`src/hw/vbmpp_defs.svh`:
```
// Constants for the bus voltage monitor and power path block
`ifndef VBMPP_DEFS_SVH
`define VBMPP_DEFS_SVH
`define VBMPP_CLK_NS        4
`define VBMPP_MS_NS         1000000
`define VBMPP_PROF_STEP_MS  20
`define VBMPP_ZERO_STEP_MS  84
`define VBMPP_PROF_WIN_MS   280
`define VBMPP_ERR_HOLD_MS   30
`define VBMPP_BASE_PCT      5
`define VBMPP_FULL_PCT      100
`define VBMPP_PROF_WIN_RST  4'he
`define VBMPP_ZERO_RST      4'h2
`define VBMPP_SHIFT_RST     4'h5
`endif

```
`src/hw/vbmpp_pkg.sv`:
```
// Types for the bus voltage monitor and power path block
`default_nettype none
package vbmpp_pkg;
    typedef enum logic [1:0] {
        ATT_NONE = 2'b00,
        ATT_SRC  = 2'b01,
        ATT_DBG  = 2'b10,
        ATT_ACC  = 2'b11
    } vbmpp_attach_e;
    typedef enum logic [1:0] {
        ST_IDLE   = 2'b00,
        ST_LIVE   = 2'b01,
        ST_REFUSE = 2'b10,
        ST_ERR    = 2'b11
    } vbmpp_state_e;
    typedef struct packed {
        logic [3:0] shiftHi;
        logic [3:0] shiftLo;
        logic [3:0] profWin;
        logic [3:0] zeroTime;
        logic       uvEn;
        logic       ovEn;
        logic       windowEn;
    } vbmpp_cfg_s;
endpackage
`default_nettype wire

```
`src/hw/vbmpp_power_path.sv`:
```
// Bus voltage window monitor, discharge control and power path enable
// How it works
// - Refuse attach when bus outside window
// - Leaving window after attach enters error recovery
// - Retarget nominal and blank checks after changes
// - Discharge during window on downward profile change
// - Base window is nominal plus/minus five percent
// - Extra outward shift up to fifteen percent
// - Separate shifts, nonvolatile default, writable while attached
// - Discharge on detach and error recovery entry
// - Discharge disable only from nonvolatile setting
// - Both discharge times loadable and software overridable
// - Enable low only in attached states, conditions met
// - Supply above undervolt, below overvolt when enabled
// - Bus in window, else just above undervolt
// - Supply check enables defaulted, software writable
// - After enable, monitor bus instead of supply
// - Error recovery removes terminations then goes unattached
// - Profile window set in 20 ms steps
// - External discharge output active low by default
`include "vbmpp_defs.svh"
`default_nettype none
module vbmpp_power_path
    import vbmpp_pkg::*;
#(
    parameter int MS_CYC = `VBMPP_MS_NS / `VBMPP_CLK_NS
) (
    input  wire logic          clk,              // 250 MHz clock
    input  wire logic          nrst,             // Async reset, active low
    input  wire vbmpp_attach_e attachState,      // Attach state from Type-C FSM
    input  wire logic          hwFault,          // Other hardware fault, pulse or level
    input  wire logic          profileChange,    // New profile taken, one-cycle pulse
    input  wire logic          profileDown,      // With profileChange: lower voltage
    input  wire logic [9:0]    targetVolt,       // Nominal bus voltage, 50 mV units
    input  wire logic [9:0]    busVoltSense,     // Digitised bus voltage, async
    input  wire logic          busUnderRaw,      // Bus below undervolt, async
    input  wire logic          supUnderRaw,      // Supply below undervolt, async
    input  wire logic          supOverRaw,       // Supply above overvolt, async
    input  wire vbmpp_cfg_s    nvmCfg,           // Nonvolatile defaults
    input  wire logic          nvmDischEn,       // Nonvolatile discharge enable
    input  wire logic          nvmExtActLow,     // External discharge active low
    input  wire logic          swCfgWr,          // Software config write pulse
    input  wire vbmpp_cfg_s    swCfg,            // Software config data
    output logic               srcPwrEnNOut,     // Power enable pin level, always 0
    output logic               srcPwrEnNOe,      // Power enable pulled low
    output logic               intDischarge,     // Internal discharge on
    output logic               extDischargeCtrl, // External discharge pin
    output logic               connRefused,      // Attach refused, level
    output logic               errRecovery,      // In error recovery, level
    output logic               ccTermRemove,     // Remove CC terminations
    output logic               toUnattached,     // Go unattached, one-cycle pulse
    output vbmpp_cfg_s         cfgOut            // Current configuration
);
    localparam int SW = 13;

    function automatic logic inWin(input logic [9:0] v, input logic [9:0] n,
                                   input logic [3:0] hi, input logic [3:0] lo);
        logic [17:0] vs;
        logic [17:0] hiLim;
        logic [17:0] loLim;
        vs    = 18'(v) * 18'(`VBMPP_FULL_PCT);
        hiLim = 18'(n) * (18'(`VBMPP_FULL_PCT + `VBMPP_BASE_PCT) + 18'(hi));
        loLim = 18'(n) * (18'(`VBMPP_FULL_PCT - `VBMPP_BASE_PCT) - 18'(lo));
        return (vs <= hiLim) && (vs >= loLim);
    endfunction

    // Three-stage capture; a new value counts once stages two and three agree
    logic [SW-1:0] s1_r, s2_r, s3_r, filt_r;
    always_ff @(posedge clk or negedge nrst) begin
        if (!nrst) begin
            s1_r   <= '0;
            s2_r   <= '0;
            s3_r   <= '0;
            filt_r <= '0;
        end else begin
            s1_r <= {busVoltSense, busUnderRaw, supUnderRaw, supOverRaw};
            s2_r <= s1_r;
            s3_r <= s2_r;
            if (s2_r == s3_r) begin
                filt_r <= s3_r;
            end
        end
    end
    wire logic [9:0] busVolt  = filt_r[12:3];
    wire logic       busUnder = filt_r[2];
    wire logic       supUnder = filt_r[1];
    wire logic       supOver  = filt_r[0];

    vbmpp_state_e st_r, stNxt;
    vbmpp_cfg_s   cfg_r;
    logic         loaded_r, dischEn_r, extActLow_r, attPrev_r, downDisch_r;
    logic [17:0]  msCnt_r;
    logic [8:0]   blankMs_r;
    logic [10:0]  zeroMs_r;
    logic [5:0]   errMs_r;
    logic [9:0]   nominal_r;

    wire logic attachedSt = attachState != ATT_NONE;
    wire logic attachRise = attachedSt && !attPrev_r;
    wire logic detach     = !attachedSt && attPrev_r;
    wire logic msTick     = msCnt_r == 18'(MS_CYC - 1);
    wire logic blank      = blankMs_r != 9'h0;
    wire logic retarget   = attachRise || (profileChange && st_r == ST_LIVE);
    wire logic [9:0] nomUse = retarget ? targetVolt : nominal_r;
    wire logic winOk = inWin(busVolt, nomUse, cfg_r.shiftHi, cfg_r.shiftLo);
    wire logic busCheckOk = cfg_r.windowEn ? winOk : !busUnder;
    wire logic supplyOk = (!cfg_r.uvEn || !supUnder) && (!cfg_r.ovEn || !supOver);
    // Retarget cycle must be quiet too: the blank count only loads at its end
    wire logic suppress = blank || retarget;
    wire logic goErr = st_r == ST_LIVE && attachedSt
                       && (hwFault || (!suppress && !busCheckOk));
    // Supply is only consulted before the path is on; then bus sense takes over
    wire logic supGate = srcPwrEnNOe || supplyOk;
    wire logic enNxt = stNxt == ST_LIVE && attachedSt && (suppress || busCheckOk)
                       && supGate;
    wire logic dischAct = dischEn_r && (zeroMs_r != 11'h0 || downDisch_r);

    always_comb begin
        stNxt = st_r;
        unique case (st_r)
            ST_IDLE: begin
                if (attachRise) begin
                    stNxt = busCheckOk ? ST_LIVE : ST_REFUSE;
                end
            end
            ST_LIVE: begin
                if (detach) begin
                    stNxt = ST_IDLE;
                end else if (goErr) begin
                    stNxt = ST_ERR;
                end
            end
            ST_REFUSE: begin
                if (detach) begin
                    stNxt = ST_IDLE;
                end
            end
            ST_ERR: begin
                if (errMs_r == 6'h0) begin
                    stNxt = ST_IDLE;
                end
            end
        endcase
    end
    wire logic errEnter = stNxt == ST_ERR && st_r != ST_ERR;

    always_ff @(posedge clk or negedge nrst) begin
        if (!nrst) begin
            loaded_r    <= 1'b0;
            cfg_r       <= '{`VBMPP_SHIFT_RST, `VBMPP_SHIFT_RST, `VBMPP_PROF_WIN_RST,
                             `VBMPP_ZERO_RST, 1'b1, 1'b1, 1'b1};
            dischEn_r   <= 1'b1;
            extActLow_r <= 1'b1;
        end else if (!loaded_r) begin
            loaded_r    <= 1'b1;
            cfg_r       <= nvmCfg;
            dischEn_r   <= nvmDischEn;
            extActLow_r <= nvmExtActLow;
        end else if (swCfgWr) begin
            cfg_r.profWin  <= swCfg.profWin;
            cfg_r.zeroTime <= swCfg.zeroTime;
            cfg_r.uvEn     <= swCfg.uvEn;
            cfg_r.ovEn     <= swCfg.ovEn;
            cfg_r.windowEn <= swCfg.windowEn;
            if (attachedSt) begin
                cfg_r.shiftHi <= swCfg.shiftHi;
                cfg_r.shiftLo <= swCfg.shiftLo;
            end
        end
    end

    always_ff @(posedge clk or negedge nrst) begin
        if (!nrst) begin
            st_r      <= ST_IDLE;
            attPrev_r <= 1'b0;
            msCnt_r   <= '0;
            nominal_r <= '0;
        end else begin
            st_r      <= stNxt;
            attPrev_r <= attachedSt;
            msCnt_r   <= msTick ? 18'h0 : msCnt_r + 18'h1;
            nominal_r <= nomUse;
        end
    end

    always_ff @(posedge clk or negedge nrst) begin
        if (!nrst) begin
            blankMs_r   <= '0;
            downDisch_r <= 1'b0;
            zeroMs_r    <= '0;
            errMs_r     <= '0;
        end else begin
            if (retarget) begin
                blankMs_r <= 9'(cfg_r.profWin * `VBMPP_PROF_STEP_MS);
            end else if (stNxt != ST_LIVE) begin
                blankMs_r <= 9'h0;
            end else if (msTick && blank) begin
                blankMs_r <= blankMs_r - 9'h1;
            end
            if (profileChange && profileDown && st_r == ST_LIVE) begin
                downDisch_r <= 1'b1;
            end else if (!blank) begin
                downDisch_r <= 1'b0;
            end
            if (detach || errEnter) begin
                zeroMs_r <= 11'(cfg_r.zeroTime * `VBMPP_ZERO_STEP_MS);
            end else if (msTick && zeroMs_r != 11'h0) begin
                zeroMs_r <= zeroMs_r - 11'h1;
            end
            if (errEnter) begin
                errMs_r <= 6'(`VBMPP_ERR_HOLD_MS);
            end else if (msTick && errMs_r != 6'h0) begin
                errMs_r <= errMs_r - 6'h1;
            end
        end
    end

    always_ff @(posedge clk or negedge nrst) begin
        if (!nrst) begin
            srcPwrEnNOut     <= 1'b0;
            srcPwrEnNOe      <= 1'b0;
            intDischarge     <= 1'b0;
            extDischargeCtrl <= 1'b1;
            connRefused      <= 1'b0;
            errRecovery      <= 1'b0;
            ccTermRemove     <= 1'b0;
            toUnattached     <= 1'b0;
            cfgOut           <= '0;
        end else begin
            srcPwrEnNOut     <= 1'b0;
            srcPwrEnNOe      <= enNxt;
            intDischarge     <= dischAct;
            extDischargeCtrl <= extActLow_r ? !dischAct : dischAct;
            connRefused      <= stNxt == ST_REFUSE;
            errRecovery      <= stNxt == ST_ERR;
            ccTermRemove     <= stNxt == ST_ERR;
            toUnattached     <= st_r == ST_ERR && stNxt == ST_IDLE;
            cfgOut           <= cfg_r;
        end
    end
endmodule
`default_nettype wire

```
`config.mk`:
```
export PLATFORM = sky130hd
export DESIGN_NAME = vbmpp_power_path
export DESIGN_NICKNAME = d
export VERILOG_FILES = /design/src/hw/vbmpp_pkg.sv /design/src/hw/vbmpp_power_path.sv
export VERILOG_INCLUDE_DIRS = /design/src /design/src/hw
export SDC_FILE = /design/constraint.sdc
export NUM_CORES = 1
export LEC_CHECK = 0
export BUFFER_PORTS_ARGS = -buffer_cell sky130_fd_sc_hd__buf_2
export CORE_AREA = 2 2 218 134
export CTS_BUF_LIST = sky130_fd_sc_hd__clkbuf_8
export CTS_CLUSTER_SIZE = 25
export DETAILED_ROUTE_END_ITERATION = 6
export DIE_AREA = 0 0 220 136
export GPL_TIMING_DRIVEN = 0
export PLACE_DENSITY = 0.66
export SLEW_MARGIN = 20
export SYNTH_ARGS = -nofsm -noshare
export SYNTH_HDL_FRONTEND = slang
export SYNTH_SLANG_ARGS = --single-unit
```
`constraint.sdc`:
```
create_clock -name clk -period 13.3 [get_ports clk]
set_input_delay 2.66 -clock clk [delete_from_list [all_inputs] [get_ports clk]]
set_output_delay 2.66 -clock clk [all_outputs]
set_load 0.05 [all_outputs]
```
==> key figures, run 1 <==
Run status
  • Result of the run: finished, final reports clean

Synth
  • Post-synthesis sequential area ratio: between 30% and 40%
  • YS warnings: 0
  • Number of unique standard cell types used by synthesis: 67
  • Register bit count reported by yosys: about 160
  • Adder-cell area share of the yosys netlist: 28.9%
  • Library cell with the largest summed area after synthesis: dfrtp_1
  • Synth area leaders: dfrtp_1 29%, ha_1 17%, fa_1 12%
  • Total nets after synthesis: around 1,600
  • Cell count after synthesis: roughly 1,300
  • Largest family of logic cells by synthesized area: adder cells
  • Netlist area before placement: 12,500 µm²
  • Post-synthesis average cell area: between 9 and 10 µm²
  • Primary flip-flop cell chosen by synthesis mapping: dfrtp_1
  • Xor/xnor cell area share of the yosys netlist: 5.69%
  • Share of synthesized area spent on multiplexers: under 10%
  • Proportion of synthesized flip-flops having asynchronous set or reset: between 90% and 100%
  • Fraction of post-synthesis cell area in the top cell type by area: between 20% and 30%
  • Post-Synth Simple-Gate Area: about an eighth
  • Compound-Gate Fraction of Synth Area: between 9 and 10%
  • Number of enable flip-flop cells after synthesis: 0

GRT
  • Number of antenna violations at the first check in global routing: 0
  • Vias in the first global route: 8,814
  • GRT Util Overall: roughly a fifth
  • Pin count of the biggest net entering global routing: between 80 and 90
  • Total congestion overflow: 0
  • Wire length of the first global-routing pass: approximately 47,000 µm

Cells and area
  • Share of post-route cells with drive strength above 1: between 10 and 15%
  • Sequential cell area in the final layout: roughly 4000 µm²
  • Leading cell types in the layout, fill and taps excluded: 193 x inv_1, 165 x ha_1, 144 x nor2_1
  • P&R area growth vs syn: 11.2%
  • # diodes: 0
  • Filler cell count: between 2,000 and 3,000
  • Final core utilization: 49.3%
  • Most frequent standard cell in the layout excluding fill and tap cells: inv_1
  • Multi-input combinational cell area: between 7000 and 8000 µm²
  • Number of nets at the end of the flow: about 1,700

STA
  • Fin crit share: approximately 84%
  • Setup clock skew after layout: approximately 0.017 ns
  • Worst relative slew slack: between 20% and 30%
  • Slew @ Worst Pin: around 1.1 ns
  • Worst Setup Slack, final: about 2.1 ns
  • Sum Neg Setup Slack: 0 ns
  • Period minus WS final: between 10 and 15 ns
  • Peak Freq: 0.0897 GHz
  • Setup repair after global routing missed its margin: false
  • WHS: about 0.35 ns
  • Count of endpoints failing setup in the final report: 0
  • Final Hold Fails: 0
  • Final count of pins violating max slew: 0

Setup path
  • Top cell by count, worst path: fa_1
  • Worst path max stage delay: between 0.9 and 1 ns
  • Arrival time of data at the critical path endpoint: roughly 12 ns
  • Slowest stage cell, crit path: o41ai_1
  • Category of the worst setup path capture point: register
  • Critical Path RT: roughly 14 ns
  • Element type at the critical path start: input pin
  • Top fanout value on the critical path: 10
  • Category of the critical setup timing path: input pin to register

CTS
  • Worst-path clk slew: approximately 0.08 ns
  • Inserted Clock Buffers: 17
  • Number of H-tree branching levels: 4
  • Clock latency reported for the late side of the worst-skew pair: between 0.4 and 0.5 ns
  • PostCTS Resize Cnt: 0
  • Maximum clock path buffer count: 2
  • Post CTS Setup Buffer Count: 0
  • Hold-fix buffers at CTS: 0
  • Sink Count: between 150 and 200
  • Clock tree root buffer cell: clkbuf_8
  • TritonCTS clock tree: done

Die
  • Horizontal die dimension: about 220 µm
  • Height of the die: approximately 140 µm
  • Std-Cell Core Area: around 28,000 µm²
  • Die Outline Area: 29,900 µm²
  • Total I/O pin count: between 90 and 100
  • Starting utilization of the core area: 44.4%
  • Number of core rows: between 40 and 50

Drt
  • Routed Wire Length: 29,000 µm
  • Detailed-router iteration count before antenna repair: 5
  • Via count: a little over 9,000
  • Via density: 5.13
  • Final ANT Viol Nets: 0
  • Total DRC errors in the routed layout: 0
  • Count of routing violations after the opening detailed-route iteration: 580
  • Wire length per cell after detailed routing: between 15 and 20 µm

Placement
  • Placer's final routability congestion estimate: about 0.85
  • # port buffers: between 90 and 100
  • Setup slack at placement: about 1.9 ns
  • DPL Wire Length: around 23,000 µm

Flow run
  • Reported max-cap violation count: 0

Min path
  • Path type of the worst min-delay path: register to register
metrics by stage:
step / cell area (µm²) / cells
after floorplan: 12500 / 1264
final: 13900 / 1769
after detailed placement: 13500 / 1737
after global routing: 13900 / 1769
after CTS: 13800 / 1769
after global placement: 13400 / 1735
final timing paths:
check	start	endpoint	slack (ns)	cells after the start
max	profileChange	zeroMs_r[6]	2.15	30
min	s1_r[12]	s2_r[12]	0.35	0
max reg2reg	attPrev_r	zeroMs_r[6]	4.06	29
min reg2reg	s1_r[12]	s2_r[12]	0.35	0
max in group asynchronous	nrst	filt_r[5]	10.30	2
min in group asynchronous	nrst	nominal_r[7]	2.17	1
registers in the layout (all words and copies together), names as in the netlist, 2 cells and up:
signal / count
s2_r: 13
blankMs_r: 9
zeroMs_r: 11
errMs_r: 6
msCnt_r: 18
cfg_r: 19
cfgOut: 19
s3_r: 13
st_r: 2
s1_r: 13
nominal_r: 10
filt_r: 13
cells by family after synthesis:
| group | Yosys count |
|---|---|
| flip-flops | 157 |
| XOR/XNOR | 81 |
| other | 2 |
| buffers and inverters | 217 |
| adder cells (fa/ha/maj) | 242 |
| AND/OR/NAND/NOR | 340 |
| multiplexers | 56 |
| AO/OA/AOI/OAI | 169 |
metal layers:
layer	global-route usage, %	vias to the layer above	part of all wire, %
li1	-	4440	-
met1	32.8	4402	54
met2	27.6	227	39
met3	4.88	7	6.6
met4	3.50	0	0.45
met5	0	-	0
cell type report:
type | instances | area share [%]
clock buffers | 17 | 1.69
plain buffers | 28 | 0.831
flip-flops and latches | 157 | 28.5
well taps | 375 | 3.39
repair buffers | 98 | 3.82
inverters | 189 | 5.12
multi-input cells | 890 | 55.7
clock inverters | 15 | 0.984
synth_stat cells (3+ instances only):
cell type and n:
or3_1 8, nor4_1 10, ha_1 165, dfrtp_1 143, and3_1 16, o31ai_1 8
o41ai_1 4, nand4_1 10, mux2i_1 34, fa_1 77, a211oi_1 5, xor2_1 39
o21bai_1 5, nand2_1 47, a22o_1 3, nor3_1 18, xnor2_1 42, inv_1 189
o31a_1 3, a221oi_1 4, nand2b_1 6, o21ai_0 34, nand3_1 15, o311a_1 3
a31o_2 3, o21a_1 5, a21o_1 18, nor3b_1 4, dfstp_2 14, nand3b_1 3
nor2b_1 17, and2_1 8, a31oi_1 5, clkbuf_1 23, a21oi_1 54, nor2_1 145
mux2_2 21, or2_2 19
worst max-delay path: cells and delay by family:
family	cells	cell delay [ns]
buffers and inverters	7	1.37
AND/OR/NAND/NOR	6	1.09
adder cells (fa/ha/maj)	6	2.32
multiplexers	2	0.60
AO/OA/AOI/OAI	8	3.31
XOR/XNOR	1	0.12
Power of run 1 is left out: the tool's default activity adds up to more than one toggle a clock period on the data nets, which glitch-free logic cannot reach.
==> inputs of run 2 (changes only) <==
- PLACE_DENSITY: 0.66 -> 0.69
- clock period: 13.3 -> 9 ns (I/O delays scaled with it)
==> key figures, run 2 (synthesized netlist as in run 1, its figures left out) <==
Cells and area
  • Sequential cell area in the final layout: 3950 µm² (unchanged)
  • Most frequent standard cell in the layout excluding fill and tap cells: inv_1
  • Filler cell count: 2,557 (-3.2%)
  • Multi-input combinational cell area: 8000 µm² (+3.6%)
  • Share of post-route cells with drive strength above 1: 18.5% (+4.1 points)
  • P&R area growth vs syn: 15.6%
  • # diodes: 0 (unchanged)
  • Leading cell types in the layout, fill and taps excluded: 190 x inv_1, 162 x ha_1, 144 x nor2_1
  • Number of nets at the end of the flow: 1,716 (+1.3%)
  • Registers with the highest flip-flop counts: cfgOut: 19 flops, cfg_r: 19 flops, msCnt_r: 18 flops

CTS
  • Number of H-tree branching levels: 4 (unchanged)
  • Worst-path clk slew: 0.10 ns (+0.02 ns)
  • Inserted Clock Buffers: 17 (unchanged)
  • Hold-fix buffers at CTS: 0 (unchanged)
  • Clock tree root buffer cell: clkbuf_8
  • Maximum clock path buffer count: 2 (unchanged)
  • TritonCTS clock tree: done
  • Sink Count: 157 (unchanged)
  • Clock latency reported for the late side of the worst-skew pair: 0.48 ns (about the same)

Die
  • Height of the die: 136 µm (unchanged)
  • Starting utilization of the core area: 44.4% (unchanged)
  • Std-Cell Core Area: 28,100 µm² (unchanged)
  • Die Outline Area: 29,900 µm² (unchanged)
  • Total I/O pin count: 98 (unchanged)
  • Horizontal die dimension: 220 µm (unchanged)
  • Number of core rows: 48 (unchanged)

Drt
  • Detailed-router iteration count before antenna repair: 5 (unchanged)
  • Total met3 wirelength after detailed routing: 2110 µm (+11%)
  • Total DRC errors in the routed layout: 0 (unchanged)
  • Met2 WL: 12,100 µm (+7.3%)
  • Count of routing violations after the opening detailed-route iteration: 603 (+4.0%)
  • DR top layer: met4
  • Via count: 9,316 (+2.6%)
  • Routed Wire Length: 29,900 µm (+3.4%)
  • Final ANT Viol Nets: 0 (unchanged)
  • Met1 routed wirelength after detailed routing: 15,500 µm (-0.47%)
  • Via density: 5.20 (+1.4%)
  • Wire length per cell after detailed routing: 16.7 µm (+2.1%)

Setup path
  • Reg-to-reg slack, setup: 0.88 ns (-3.18 ns)
  • Critical Path RT: 9.35 ns (-4.31 ns)
  • Arrival time of data at the critical path endpoint: 9.19 ns (-2.32 ns)
  • Top cell by count, worst path: fa_1
  • R2R Path End: errMs_r[3]
  • Combined buffer and inverter count along the critical path: 5 (-2)
  • Critical R2R Launch: cfg_r[15]
  • Family with the most delay on the worst path: simple AND/OR/NAND/NOR gates
  • Worst r2r path cells: 25 (-14%)
  • Worst path max stage delay: 0.59 ns (-0.35 ns)
  • Category of the critical setup timing path: input pin to register
  • Top fanout value on the critical path: 8 (-2)
  • Slowest stage cell, crit path: fa_1
  • Element type at the critical path start: input pin
  • Category of the worst setup path capture point: register

Min path
  • Endpoint with the worst hold slack: s2_r[12]
  • Path type of the worst min-delay path: register to register
  • Worst Hold Launch: s1_r[12]
  • Cell depth of the worst min-delay path: 0 (unchanged)

GRT
  • Wire length of the first global-routing pass: 48,100 µm (+2.4%)
  • Pin count of the biggest net entering global routing: 90 (+8.4%)
  • Number of antenna violations at the first check in global routing: 0 (unchanged)
  • GRT Util Overall: 20.9% (+0.43 points)
  • Total congestion overflow: 0 (unchanged)
  • Vias in the first global route: 9,012 (+2.2%)

Placement
  • # port buffers: 96 (unchanged)
  • DPL Wire Length: 23,300 µm (+0.62%)
  • Placer's final routability congestion estimate: 0.858 (+0.54%)

STA
  • Setup clock skew after layout: 0.0219 ns (+0.00498 ns)
  • Sum Neg Setup Slack: 0 ns (unchanged)
  • Period minus WS final: just under 9 ns
  • Final Hold Fails: 0 (unchanged)
  • Count of endpoints failing setup in the final report: 0 (unchanged)
  • Slew @ Worst Pin: 1.17 ns (+0.0812 ns)
  • Fin crit share: approximately 100%
  • Peak Freq: between 0.1 and 0.15 GHz
  • Worst relative slew slack: 21.5% (-6.0 points)
  • Final count of pins violating max slew: 0 (unchanged)

Flow run
  • Reported max-cap violation count: 0 (unchanged)

Run status
  • Result of the run: finished, final reports clean
==> run 2: cell types whose count changed in the layout (fill, tap and decap cells not counted), moves of 4 or more <==
cell,delta
clkinv_2,-4
buf_4,+27
clkbuf_1,-7
clkinv_4,+4
mux2i_4,+6
mux2i_1,-8
==> run 2: what timing repair did <==
| item | CTS | global route |
|---|---|---|
| buffers inserted | 4 | 20 |
| resized for setup | 30 | 40 |
| endpoints found under the setup margin | 31 | 31 |
| endpoints found under the hold margin | 0 | 0 |
| pin swaps | 5 | 15 |
==> run 2: area by class of cell <==
cell class | count | share of cell area (%)
Timing Repair Buffer | 121 | 4.93
Tap cell | 375 | 3.26
Sequential cell | 157 | 27.4
Multi-Input combinational cell | 890 | 55.5
Inverter | 189 | 4.92
Clock buffer | 19 | 1.81
Clock inverter | 13 | 1.15
Buffer | 27 | 1.03
==> run 2: worst max path at each step <==
stage                   startpoint      endpoint  cells after the start  slack (ns)
CTS                  profileChange  blankMs_r[7]                     29      0.0004
detailed placement   profileChange   zeroMs_r[4]                     28       -1.46
global placement     profileChange   zeroMs_r[4]                     29       -1.46
floorplan           attachState[1]    errMs_r[1]                     26        0.09
finish               profileChange    errMs_r[3]                     29        0.15
global route         profileChange    errMs_r[3]                     30       -0.03
==> run 2: per-stage QoR <==
stage                     util, %  setup slack (ns)  std cells  hold WS (ns)  area (µm²)
after detailed placement     47.9             -1.46       1736         0.335       13500
after floorplan                 -            0.0920       1264         0.331       12500
after global routing         51.3           -0.0339       1791         0.361       14400
after CTS                    50.0          0.000366       1771         0.339       14100
final                        51.3             0.152       1791         0.338       14400
after global placement       47.8             -1.46       1735         0.334       13400
==> run 2: per-layer routing <==
layer	up-vias	track usage (%)
met5	-	0
met1	4534	33.4
li1	4484	-
met3	16	4.97
met2	282	28.2
met4	0	3.65
Power of run 2 is left out for the same reason.
==> inputs of run 3 (changes only) <==
- ABC_AREA: unset -> 1
- BUFFER_PORTS_ARGS: -buffer_cell sky130_fd_sc_hd__buf_2 -> -buffer_cell sky130_fd_sc_hd__buf_4
- CORE_AREA: 2 2 218 134 -> 2 2 219 135
- DIE_AREA: 0 0 220 136 -> 0 0 221 137
- PLACE_DENSITY: 0.69 -> 0.68
==> key figures, run 3 <==
STA
  • Count of endpoints failing setup in the final report: 0 (unchanged)
  • Setup clock skew after layout: 0.0146 ns (-0.00729 ns)
  • Peak Freq: 0.118 GHz (+4.1%)
  • Worst relative slew slack: 43.6% (+22 points)
  • Sum Neg Setup Slack: 0 ns (unchanged)
  • Slew @ Worst Pin: 0.846 ns (-0.323 ns)
  • Final count of pins violating max slew: 0 (unchanged)
  • Fin crit share: 94.4% (-3.9 points)
  • Final Hold Fails: 0 (unchanged)
  • Period minus WS final: 8.50 ns (-0.350 ns)

Setup path
  • Reg-to-reg slack, setup: 1.20 ns (+0.32 ns)
  • Top fanout value on the critical path: 10 (+2)
  • Category of the critical setup timing path: input pin to register
  • Worst r2r path cells: 40 (+60%)
  • Critical Path RT: 9.42 ns (+0.07 ns)
  • R2R Path End: blankMs_r[2]
  • Slowest stage cell, crit path: fa_1
  • Category of the worst setup path capture point: register
  • Element type at the critical path start: input pin
  • Origin of the worst setup path: attachState[0]
  • Critical R2R Launch: cfg_r[15]
  • Top cell by count, worst path: nand2_1
  • Arrival time of data at the critical path endpoint: 8.92 ns (-0.27 ns)
  • Worst path max stage delay: 0.56 ns (-0.03 ns)

Placement
  • Placed cell count: 1,923 (+11%)
  • # port buffers: 96 (unchanged)
  • DPL Wire Length: 23,500 µm (+0.74%)
  • Placer's final routability congestion estimate: 0.879 (+2.5%)
  • Placed standard-cell area: 13,700 µm² (+2.1%)

Synth
  • Fraction of post-synthesis cell area in the top cell type by area: 28.6% (-0.098 points)
  • Most numerous cell in the Yosys netlist: inv_1
  • Number of enable flip-flop cells after synthesis: 0 (unchanged)
  • Number of unique standard cell types used by synthesis: 51 (-24%)
  • Netlist area before placement: 12,500 µm² (+0.34%)
  • Post-synthesis sequential area ratio: 31.5% (-0.11 points)
  • Synth area leaders: dfrtp_1 29%, ha_1 17%, fa_1 12%
  • Proportion of synthesized flip-flops having asynchronous set or reset: 100% (unchanged)
  • Post-synthesis average cell area: 8.63 µm² (-13%)
  • Cell count after synthesis: 1,450 (+15%)
  • Synth cell count leaders: 300 x inv_1, 239 x nand2_1, 165 x ha_1, 143 x dfrtp_1, 137 x nor2_1
  • Primary flip-flop cell chosen by synthesis mapping: dfrtp_1
  • Library cell with the largest summed area after synthesis: dfrtp_1
  • YS warnings: 0 (unchanged)
  • Register bit count reported by yosys: 157 (unchanged)
  • Total nets after synthesis: 1,763 (+12%)

Cells and area
  • Filler cell count: 2,643 (+3.4%)
  • Final core utilization: 50.9% (-0.35 points)
  • Post-route non-filler standard cell count: 1,973 (+10%)
  • Final design area excluding fillers: 14,400 µm² (about the same)
  • Number of nets at the end of the flow: 1,896 (+10%)
  • Leading cell types in the layout, fill and taps excluded: 299 x inv_1, 239 x nand2_1, 165 x ha_1
  • Share of post-route cells with drive strength above 1: 14.0% (-4.5 points)
  • Most frequent standard cell in the layout excluding fill and tap cells: inv_1
  • P&R area growth vs syn: 15.1%
  • Registers with the highest flip-flop counts: cfgOut: 19 flops, cfg_r: 19 flops, msCnt_r: 18 flops

Die
  • Std-Cell Core Area: 28,300 µm² (+0.64%)
  • Horizontal die dimension: 221 µm (+0.45%)
  • Number of core rows: 48 (unchanged)
  • Starting utilization of the core area: 44.2% (-0.13 points)
  • Total I/O pin count: 98 (unchanged)
  • Die Outline Area: 30,300 µm² (+1.2%)
  • Height of the die: 137 µm (+0.74%)

Min path
  • Cell depth of the worst min-delay path: 0 (unchanged)
  • Endpoint with the worst hold slack: s2_r[11]
  • Worst Hold Launch: s1_r[11]
  • Path type of the worst min-delay path: register to register

Drt
  • Via count: 9,717 (+4.3%)
  • Wire length per cell after detailed routing: 14.8 µm (-11%)
  • Detailed-router iteration count before antenna repair: 5 (unchanged)
  • Total met3 wirelength after detailed routing: 2000 µm (-5.3%)
  • Met1 routed wirelength after detailed routing: 14,400 µm (-7.3%)
  • Routed Wire Length: 29,300 µm (-2.2%)
  • Count of routing violations after the opening detailed-route iteration: 601 (-0.33%)
  • Final ANT Viol Nets: 0 (unchanged)
  • Met2 WL: 12,300 µm (+1.3%)
  • DR top layer: met4
  • Via density: 4.92 (-5.3%)
  • Total DRC errors in the routed layout: 0 (unchanged)

CTS
  • Clock tree root buffer cell: clkbuf_8
  • Sink Count: 157 (unchanged)
  • Number of H-tree branching levels: 4 (unchanged)
  • Hold-fix buffers at CTS: 0 (unchanged)
  • Inserted Clock Buffers: 17 (unchanged)
  • Clock latency reported for the late side of the worst-skew pair: 0.48 ns (about the same)
  • Maximum clock path buffer count: 2 (unchanged)
  • Worst-path clk slew: 0.11 ns (about the same)
  • TritonCTS clock tree: done

GRT
  • Total congestion overflow: 0 (unchanged)
  • Wire length of the first global-routing pass: 48,700 µm (+1.2%)
  • GRT Util Overall: 20.5% (-0.42 points)
  • Number of antenna violations at the first check in global routing: 1 (+1)
  • Vias in the first global route: 9,569 (+6.2%)
  • Pin count of the biggest net entering global routing: 98 (+8.9%)

Run status
  • Result of the run: finished, final reports clean

Flow run
  • Reported max-cap violation count: 0 (unchanged)
run 3: critical path, delay by kind of cell:
kind / cells / cell delay (ns)
and+or+nand+nor: 22 / 2.22
adders and majority gates: 6 / 2.53
buffers and inverters: 10 / 0.98
AOI/OAI and AO/OA: 6 / 1.11
xor gates and xnor gates: 1 / 0.23
run 3: repair_timing:
action,4_1_cts,5_1_grt
pin swaps,0,6
resized for setup,10,23
endpoints found under the setup margin,30,30
setup buffers,0,16
run 3: metal layers:
layer	up-vias	GRT usage [%]
met2	270	29.9
met1	4609	30.2
li1	4809	-
met3	29	4.51
met4	0	6.15
met5	-	0
run 3: cell type report:
class / count / area [µm²] / share of cell area, %
Multi-Input combinational cell: 959 / 7360 / 51.1
Sequential cell: 157 / 3950 / 27.4
Inverter: 316 / 1200 / 8.31
Timing Repair Buffer: 114 / 883 / 6.13
Tap cell: 375 / 469 / 3.26
Clock buffer: 17 / 234 / 1.62
Clock inverter: 15 / 204 / 1.42
Buffer: 18 / 104 / 0.721
Antenna cell: 2 / 5.00 / 0.0347
run 3: kinds of logic after synthesis:
| logic type | Yosys count | synth area share [%] |
|---|---|---|
| and+or+nand+nor | 493 | 17.2 |
| xor gates and xnor gates | 67 | 4.69 |
| DFF | 157 | 31.5 |
| AOI/OAI and AO/OA | 148 | 6.85 |
| muxes | 7 | 0.630 |
| buffers and inverters | 334 | 10.3 |
| adders and majority gates | 242 | 28.8 |
| other | 2 | 0.0600 |
run 3: worst max path at each step:
stage | endpoint | slack [ns] | depth (start not counted)
finish | blankMs_r[2] | 0.50 | 45
global route | blankMs_r[2] | -0.004 | 45
floorplan | zeroMs_r[7] | 0.72 | 43
CTS | blankMs_r[6] | 0.01 | 45
global placement | blankMs_r[7] | -1.17 | 45
detailed placement | blankMs_r[6] | -0.98 | 44
run 3: through the flow:
stage	worst slack [ns]	hold slack (ns)
after detailed placement	-0.977	0.335
after CTS	0.00984	0.361
after global routing	-0.00358	0.367
after floorplan	0.716	0.331
after global placement	-1.17	0.333
final	0.502	0.359
Power of run 3 is left out for the same reason.
